## src/include/isrc_pkg.sv

```systemverilog
// Shared constants for the interrupt source routing slice
package isrc_pkg;
    localparam int          NUM_SRC        = 2;
    // Register byte offsets
    localparam logic [3:0]  CFG_OFS        = 4'h0;
    localparam logic [3:0]  STAT_OFS       = 4'h4;
    // Per-source field layout inside the config word, one byte per source
    localparam int          SRC_STRIDE     = 8;
    localparam int          LVL_POS        = 0;
    localparam int          DMA_POS        = 3;
    localparam int          SENSE_POS      = 4;
    // Reset values of the fields
    localparam logic [2:0]  LVL_RST        = 3'h0;
    localparam logic        DMA_RST        = 1'h0;
    localparam logic [1:0]  SENSE_RST      = 2'h0;
    // Field codes
    localparam logic [1:0]  SENSE_RISE     = 2'h3;
    localparam logic [2:0]  LVL_OFF        = 3'h0;
    localparam logic [1:0]  RESP_OKAY      = 2'h0;
    localparam logic [1:0]  RESP_SLVERR    = 2'h2;
    // Idle and response states of the write channel
    typedef enum logic [1:0] {ISRC_W_IDLE, ISRC_W_RESP} isrc_wst_e;
endpackage : isrc_pkg

```

## src/include/isrc_cfg_if.sv

```systemverilog
// Configuration bundle between the register slave and the route logic
`timescale 1ns/100ps
interface isrc_cfg_if;
    logic [1:0] dma_sel;
    logic [5:0] level_chan;
    logic [3:0] sense;
    modport regs  (output dma_sel, output level_chan, output sense);
    modport route (input dma_sel, input level_chan, input sense);
endinterface : isrc_cfg_if

```

## src/rtl/isrc_route.sv

```systemverilog
// Edge detection and routing of the two sources to CPU or DMA
`timescale 1ns/100ps
module isrc_route
(
    input  wire logic       aclk,
    input  wire logic       aresetn,
    isrc_cfg_if.route       cfg,
    input  wire logic [1:0] req_sync,
    output logic      [1:0] cpu_req_r,
    output logic      [5:0] cpu_level_r,
    output logic      [1:0] dma_req_r,
    output logic      [5:0] dma_chan_r
);
    logic [1:0] req_prev_r;
    logic [1:0] req_prev_nxt;
    logic [1:0] cpu_req_nxt;
    logic [5:0] cpu_level_nxt;
    logic [1:0] dma_req_nxt;
    logic [5:0] dma_chan_nxt;

    // Per source: rising edge, then steer by the trigger select bit
    always_comb
    begin
        req_prev_nxt  = req_sync;
        cpu_req_nxt   = '0;
        dma_req_nxt   = '0;
        cpu_level_nxt = cpu_level_r;
        dma_chan_nxt  = dma_chan_r;
        for (int i = 0; i < isrc_pkg::NUM_SRC; i++)
        begin
            // Only the rising-edge code arms detection
            if (req_sync[i] && !req_prev_r[i] &&
                cfg.sense[2*i +: 2] == isrc_pkg::SENSE_RISE)
            begin
                if (cfg.dma_sel[i])
                begin
                    dma_req_nxt[i]       = 1'b1;
                    dma_chan_nxt[3*i+:3] = cfg.level_chan[3*i +: 3];
                end
                else if (cfg.level_chan[3*i +: 3] != isrc_pkg::LVL_OFF)
                begin
                    // Level 000 masks the source entirely
                    cpu_req_nxt[i]        = 1'b1;
                    cpu_level_nxt[3*i+:3] = cfg.level_chan[3*i +: 3];
                end
            end
        end
    end

    // Registered outputs; all clear at reset
    always_ff @(posedge aclk)
    begin
        if (!aresetn)
        begin
            req_prev_r  <= '0;
            cpu_req_r   <= '0;
            cpu_level_r <= '0;
            dma_req_r   <= '0;
            dma_chan_r  <= '0;
        end
        else
        begin
            req_prev_r  <= req_prev_nxt;
            cpu_req_r   <= cpu_req_nxt;
            cpu_level_r <= cpu_level_nxt;
            dma_req_r   <= dma_req_nxt;
            dma_chan_r  <= dma_chan_nxt;
        end
    end

    // Edge only, never level: a held request fires once
    a_pulse_once: assert property (@(posedge aclk) disable iff (!aresetn)
        cpu_req_r[0] |=> !cpu_req_r[0])
        else $error("cpu request lasted more than one cycle");
    a_dma_gate: assert property (@(posedge aclk) disable iff (!aresetn)
        dma_req_r[0] |-> $past(cfg.dma_sel[0]))
        else $error("dma trigger without select bit");
    a_cpu_gate: assert property (@(posedge aclk) disable iff (!aresetn)
        cpu_req_r[1] |-> !$past(cfg.dma_sel[1])
                         && $past(cfg.level_chan[5:3]) != 3'h0)
        else $error("cpu request while routed or disabled");
    a_dma_chan: assert property (@(posedge aclk) disable iff (!aresetn)
        dma_req_r[1] |-> dma_chan_r[5:3] == $past(cfg.level_chan[5:3]))
        else $error("dma channel mismatch");
    a_sense_gate: assert property (@(posedge aclk) disable iff (!aresetn)
        (cpu_req_r[0] || dma_req_r[0]) |-> $past(cfg.sense[1:0]) == 2'h3)
        else $error("request without rising-edge sensitivity");
    a_edge_cause: assert property (@(posedge aclk) disable iff (!aresetn)
        dma_req_r[0] |-> $past(req_sync[0]) && !$past(req_sync[0], 2))
        else $error("dma trigger without rising edge");
endmodule : isrc_route

```

## src/rtl/isrc_top.sv

```systemverilog
// Interrupt source 20/21 configuration with AXI4-Lite register access
//
// Functional notes
// - Trigger select 0 keeps a source off DMA, 1 makes it a DMA trigger.
// - With select 0 the 3-bit field is priority, 000 off and 001-111 levels.
// - With select 1 the same field picks DMA channel 0 to 7.
// - Sensitivity code 11 picks rising edge and detection is on rising edges.
// - Reset clears select, level/channel and sensitivity fields to zero.
`timescale 1ns/100ps
module isrc_top
(
    input  wire logic        aclk,
    input  wire logic        aresetn,
    input  wire logic [3:0]  s_axi_awaddr,
    input  wire logic        s_axi_awvalid,
    output logic             s_axi_awready,
    input  wire logic [31:0] s_axi_wdata,
    input  wire logic [3:0]  s_axi_wstrb,
    input  wire logic        s_axi_wvalid,
    output logic             s_axi_wready,
    output logic [1:0]       s_axi_bresp,
    output logic             s_axi_bvalid,
    input  wire logic        s_axi_bready,
    input  wire logic [3:0]  s_axi_araddr,
    input  wire logic        s_axi_arvalid,
    output logic             s_axi_arready,
    output logic [31:0]      s_axi_rdata,
    output logic [1:0]       s_axi_rresp,
    output logic             s_axi_rvalid,
    input  wire logic        s_axi_rready,
    input  wire logic        src20_req,
    input  wire logic        src21_req,
    output logic [1:0]       cpu_req,
    output logic [5:0]       cpu_level,
    output logic [1:0]       dma_req,
    output logic [5:0]       dma_chan
);
    isrc_cfg_if cfg_bus ();

    logic [1:0]  sync1_r;
    logic [1:0]  sync2_r;
    logic [15:0] cfg_r;
    logic [15:0] cfg_nxt;
    logic [1:0]  seen_r;
    logic [1:0]  seen_nxt;
    logic        aw_got_r;
    logic        aw_got_nxt;
    logic        w_got_r;
    logic        w_got_nxt;
    logic [3:0]  awaddr_r;
    logic [3:0]  awaddr_nxt;
    logic [31:0] wdata_r;
    logic [31:0] wdata_nxt;
    logic [3:0]  wstrb_r;
    logic [3:0]  wstrb_nxt;
    logic        bvalid_nxt;
    logic [1:0]  bresp_nxt;
    logic        rvalid_nxt;
    logic [1:0]  rresp_nxt;
    logic [31:0] rdata_nxt;
    logic        awready_nxt;
    logic        wready_nxt;
    logic        arready_nxt;
    logic        do_write;

    // Pins are asynchronous: two flops before any logic
    always_ff @(posedge aclk)
    begin
        if (!aresetn)
        begin
            sync1_r <= '0;
            sync2_r <= '0;
        end
        else
        begin
            sync1_r <= {src21_req, src20_req};
            sync2_r <= sync1_r;
        end
    end

    // Fields fan out per source from the config word
    for (genvar g = 0; g < isrc_pkg::NUM_SRC; g++)
    begin : g_fld
        localparam int B = g * isrc_pkg::SRC_STRIDE;
        assign cfg_bus.dma_sel[g]        = cfg_r[B + isrc_pkg::DMA_POS];
        assign cfg_bus.level_chan[3*g+:3] = cfg_r[B + isrc_pkg::LVL_POS +: 3];
        assign cfg_bus.sense[2*g+:2]     = cfg_r[B + isrc_pkg::SENSE_POS +: 2];
    end

    assign do_write = aw_got_r && w_got_r && !s_axi_bvalid;

    // Write channel: address and data taken in either order
    always_comb
    begin
        aw_got_nxt  = aw_got_r;
        w_got_nxt   = w_got_r;
        awaddr_nxt  = awaddr_r;
        wdata_nxt   = wdata_r;
        wstrb_nxt   = wstrb_r;
        bvalid_nxt  = s_axi_bvalid;
        bresp_nxt   = s_axi_bresp;
        cfg_nxt     = cfg_r;
        if (s_axi_awvalid && s_axi_awready)
        begin
            aw_got_nxt = 1'b1;
            awaddr_nxt = s_axi_awaddr;
        end
        if (s_axi_wvalid && s_axi_wready)
        begin
            w_got_nxt = 1'b1;
            wdata_nxt = s_axi_wdata;
            wstrb_nxt = s_axi_wstrb;
        end
        if (do_write)
        begin
            aw_got_nxt = 1'b0;
            w_got_nxt  = 1'b0;
            bvalid_nxt = 1'b1;
            bresp_nxt  = isrc_pkg::RESP_OKAY;
            if (awaddr_r[3:2] == isrc_pkg::CFG_OFS[3:2])
            begin
                // Sensitivity is stored as written; bad codes simply
                // disarm detection rather than being rejected
                if (wstrb_r[0])
                    cfg_nxt[7:0] = wdata_r[7:0] & 8'h3f;
                if (wstrb_r[1])
                    cfg_nxt[15:8] = wdata_r[15:8] & 8'h3f;
            end
            else if (awaddr_r[3:2] != isrc_pkg::STAT_OFS[3:2])
                bresp_nxt = isrc_pkg::RESP_SLVERR;
        end
        else if (s_axi_bvalid && s_axi_bready)
            bvalid_nxt = 1'b0;
        awready_nxt = !aw_got_nxt && !bvalid_nxt;
        wready_nxt  = !w_got_nxt && !bvalid_nxt;
    end

    // Read channel plus sticky seen-edge flags cleared on read, set wins
    always_comb
    begin
        rvalid_nxt  = s_axi_rvalid;
        rresp_nxt   = s_axi_rresp;
        rdata_nxt   = s_axi_rdata;
        seen_nxt    = seen_r;
        if (s_axi_arvalid && s_axi_arready)
        begin
            rvalid_nxt = 1'b1;
            rresp_nxt  = isrc_pkg::RESP_OKAY;
            rdata_nxt  = '0;
            case (s_axi_araddr[3:2])
                isrc_pkg::CFG_OFS[3:2]:
                    rdata_nxt = {16'h0000, cfg_r};
                isrc_pkg::STAT_OFS[3:2]:
                begin
                    rdata_nxt = {28'h0000000, seen_r, sync2_r};
                    seen_nxt  = '0;
                end
                default:
                    rresp_nxt = isrc_pkg::RESP_SLVERR;
            endcase
        end
        else if (s_axi_rvalid && s_axi_rready)
            rvalid_nxt = 1'b0;
        seen_nxt    = seen_nxt | cpu_req | dma_req;
        arready_nxt = !rvalid_nxt;
    end

    // Register stage; all fields zero out of reset
    always_ff @(posedge aclk)
    begin
        if (!aresetn)
        begin
            cfg_r         <= 16'h0000;
            seen_r        <= '0;
            aw_got_r      <= 1'b0;
            w_got_r       <= 1'b0;
            awaddr_r      <= '0;
            wdata_r       <= '0;
            wstrb_r       <= '0;
            s_axi_bvalid  <= 1'b0;
            s_axi_bresp   <= isrc_pkg::RESP_OKAY;
            s_axi_rvalid  <= 1'b0;
            s_axi_rresp   <= isrc_pkg::RESP_OKAY;
            s_axi_rdata   <= '0;
            s_axi_awready <= 1'b0;
            s_axi_wready  <= 1'b0;
            s_axi_arready <= 1'b0;
        end
        else
        begin
            cfg_r         <= cfg_nxt;
            seen_r        <= seen_nxt;
            aw_got_r      <= aw_got_nxt;
            w_got_r       <= w_got_nxt;
            awaddr_r      <= awaddr_nxt;
            wdata_r       <= wdata_nxt;
            wstrb_r       <= wstrb_nxt;
            s_axi_bvalid  <= bvalid_nxt;
            s_axi_bresp   <= bresp_nxt;
            s_axi_rvalid  <= rvalid_nxt;
            s_axi_rresp   <= rresp_nxt;
            s_axi_rdata   <= rdata_nxt;
            s_axi_awready <= awready_nxt;
            s_axi_wready  <= wready_nxt;
            s_axi_arready <= arready_nxt;
        end
    end

    isrc_route u_route
    (
        .aclk        (aclk),
        .aresetn     (aresetn),
        .cfg         (cfg_bus.route),
        .req_sync    (sync2_r),
        .cpu_req_r   (cpu_req),
        .cpu_level_r (cpu_level),
        .dma_req_r   (dma_req),
        .dma_chan_r  (dma_chan)
    );

    a_reset_clear: assert property (@(posedge aclk)
        !aresetn |=> cfg_r == 16'h0000)
        else $error("config not cleared by reset");
    a_write_lands: assert property (@(posedge aclk) disable iff (!aresetn)
        do_write && awaddr_r[3:2] == 2'h0 && wstrb_r[0]
        |=> cfg_r[7:0] == ($past(wdata_r[7:0]) & 8'h3f))
        else $error("config write lost");
endmodule : isrc_top

```

## config.mk

```make
export PLATFORM = sky130hd
export DESIGN_NAME = isrc_top
export DESIGN_NICKNAME = d
export VERILOG_FILES = /design/src/include/isrc_pkg.sv /design/src/include/isrc_cfg_if.sv /design/src/rtl/isrc_route.sv /design/src/rtl/isrc_top.sv
export SDC_FILE = /design/constraint.sdc
export NUM_CORES = 1
export LEC_CHECK = 0
export ABC_AREA = 1
export BUFFER_PORTS_ARGS = -buffer_cell sky130_fd_sc_hd__clkbuf_2
export CAP_MARGIN = 30
export CORE_MARGIN = 2
export CORE_UTILIZATION = 30
export DETAILED_ROUTE_END_ITERATION = 10
export GPL_ROUTABILITY_DRIVEN = 1
export PLACE_DENSITY_LB_ADDON = 0.15
export SKIP_LAST_GASP = 1
export SLEW_MARGIN = 20
export SYNTH_ARGS = -nofsm -noshare
export SYNTH_HDL_FRONTEND = slang
export SYNTH_SLANG_ARGS = --single-unit
```

## constraint.sdc

```tcl
create_clock -name aclk -period 1.3 [get_ports aclk]
set_clock_uncertainty 0.15 [all_clocks]
set_input_delay 0.065 -clock aclk [delete_from_list [all_inputs] [get_ports aclk]]
set_output_delay 0.065 -clock aclk [all_outputs]
set_load 0.03 [all_outputs]
```

==> flow_summary.json <==
{
  "status": "complete, no violations",
  "first_iter_violations": 68,
  "max_freq_ghz": 0.826,
  "die_x_microns": 102,
  "final_nets": 518,
  "arrival_ns": 1.28,
  "synth_warnings": 0,
  "drc": 0,
  "place_congestion": 0.793,
  "hold_violations": 0,
  "drtAntennaViolNets": 0,
  "final_area_sq_um": 3820,
  "crit_path_end_kind": "flip-flop",
  "dr.pass1.iters": 4,
  "max_cap_viol_count": 0,
  "ys_ff_latch": 73,
  "ios": 110,
  "fin_crit_ns": 1.21,
  "setup-violations-final": 0,
  "min_path_type": "in -> reg",
  "postSynthAreaPerCell_sq_um": 7.88,
  "grt_pass1_vias": 2221,
  "path_clk_slew_ns": 0.07,
  "die-area_sq_um": 10400,
  "core_sq_um": 9280,
  "drive_above_1_share": 0.243,
  "p_leak_nw": 1.70,
  "clock-sinks": 73,
  "root_buffer": "clkbuf_8",
  "wl_per_cell_microns": 10.8,
  "dpl_cell_area_sq_um": 3340,
  "rsz0062_at_grt": "yes",
  "synth.area.top_cells": "dfxtp_1, nor2_1, buf_4",
  "reg2reg_to": "cfg_r[0]",
  "cts_buffers": 9,
  "synth_edf_count": 0,
  "ys_seq_area_frac": 0.506,
  "r2r_setup_slack_ns": 0.09,
  "p_total_mw": 4.76,
  "clk_latency_ns": 0.34,
  "fin_crit_sh": 0.931,
  "port_buffers": 61,
  "synthDistinctLibCells": 25,
  "synth_top_area_cell": "dfxtp_1",
  "cts_tree": "built",
  "area_growth_pct": 32.0,
  "synth-main-ff-cell": "dfxtp_1",
  "async_flop_share": 0,
  "diodes": 0,
  "crit_path_start_kind": "flip-flop",
  "avgViaCountPerCell": 4.18,
  "whs_path_depth": 5,
  "pwr_density_cell_nw_per_um2": 1250,
  "rows": 35,
  "cp-endpoint": "cfg_r[0]",
  "gr-usage-all-layers": 0.129,
  "vdd_drop_max_uv": 482,
  "criticalPathCategory": "reg -> reg",
  "synthDominantCellAreaShare": 0.506,
  "finalCoreUtilization": 0.411,
  "r2r_start": "awaddr_r[3]",
  "htreeDepth": 3,
  "clock_tree.buffer_depth": 2,
  "antenna_found_initial": 0,
  "vias": 2506,
  "crit_start": "awaddr_r[3]",
  "netlist_area_sq_um": 2890,
  "dpl.hpwl_microns": 4560,
  "die_h_microns": 102,
  "synth_common_cells": "nor2_1, dfxtp_1, nand2_1",
  "gr-total-overflow": 0,
  "r2r_cells": 6,
  "crit_required_ns": 1.37,
  "path_max_fanout": 7,
  "grt_max_degree": 26,
  "drt_wl_total_microns": 6470,
  "yosys.cell_count.top_type": "nor2_1",
  "initial_core_util": 0.311,
  "synthCells": 367,
  "grt_pass1_wl_microns": 10400,
  "finalMaxSlewViolations": 0
}
## placed cells by master, fill, tap and decap left out, types with 3 or more instances in the layout
master / count
nor2_2: 3
clkbuf_8: 12
buf_4: 14
o21ai_0: 27
nand2_2: 5
conb_1: 22
clkbuf_2: 61
nand4_1: 8
nor2_4: 3
dlygate4sd3_1: 24
nand3_1: 15
dfxtp_1: 68
o21bai_1: 11
a31oi_1: 4
inv_1: 26
nor3_1: 3
dfxtp_2: 5
nor2_1: 86
nand2_1: 38
a21oi_1: 22
## flip-flops by register name, indices dropped and copies added (netlist names), 2 cells and up
name                 cells
sync2_r                  2
s_axi_rdata             12
sync1_r                  2
cfg_r                   12
u_route.dma_req_r        2
u_route.cpu_level_r      6
u_route.req_prev_r       2
u_route.cpu_req_r        2
wdata_r                 12
u_route.dma_chan_r       6
awaddr_r                 2
seen_r                   2
wstrb_r                  2
## critical path: stages, from the launching register on
cell and delay [ns]:
dfxtp_1 0.30, inv_1 0.09, nand2_2 0.10, nor2_2 0.13, nand2_4 0.10, o21bai_1 0.17, nor2_1 0.06
## power breakdown
| part | internal, mW | switching, mW | total [mW] | leakage, nW |
|---|---|---|---|---|
| registers | 2.32 | 0.0441 | 2.37 | 0.596 |
| logic | 0.195 | 0.351 | 0.546 | 0.993 |
| clock network | 1.04 | 0.808 | 1.85 | 0.107 |
| total | 3.56 | 1.20 | 4.76 | 1.70 |
## layout make-up
cell class,instances,area [sq um]
Fill cell,1002,5470
Clock inverter,2,35.0
Multi-Input combinational cell,251,1190
Clock buffer,14,173
Tap cell,129,161
Sequential cell,73,1470
Inverter,30,123
Timing Repair Buffer,100,671
## worst min path at each step
stage,startpoint,to,slack (ns)
5_1_grt,s_axi_arvalid,s_axi_rdata[3],0.02
3_3_place_gp,src21_req,sync1_r[1],0.10
4_1_cts,s_axi_arvalid,s_axi_rdata[3],0.009
3_5_place_dp,src21_req,sync1_r[1],0.10
2_1_floorplan,src20_req,sync1_r[0],0.01
6_report,s_axi_arvalid,s_axi_rdata[3],0.02
## repair_timing
item                                    4_1_cts  5_1_grt
gates resized for setup                       0        9
endpoints found under the setup margin        0       10
setup buffers                                 0        0
hold buffers                                 24        0
endpoints found under the hold margin        31        0
## cells by family after synthesis
kind of cell | synth area share
simple gates | 0.248
other cells | 0.00130
flops | 0.506
buf+inv | 0.120
compound gates | 0.125
## metal layers
metal / wire length, microns / vias up / part of all wire / GRT usage
li1: - / 1329 / - / -
met3: 358 / 11 / 0.055 / 0.0274
met5: 0 / - / 0 / 0
met4: 125 / 0 / 0.019 / 0.0615
met1: 3380 / 1094 / 0.52 / 0.177
met2: 2610 / 72 / 0.40 / 0.192
## through the flow
stage          cells  hold WS (ns)  setup TNS [ns]  worst slack (ns)
5_1_grt          599        0.0235        -0.00244          -0.00244
6_report         599        0.0181               0            0.0899
2_1_floorplan    388        0.0126               0            0.0417
3_3_place_gp     559         0.101               0            0.0773
4_1_cts          599       0.00933               0           0.00806
3_5_place_dp     559         0.105               0            0.0402
(Power assumes the default switching activity.)
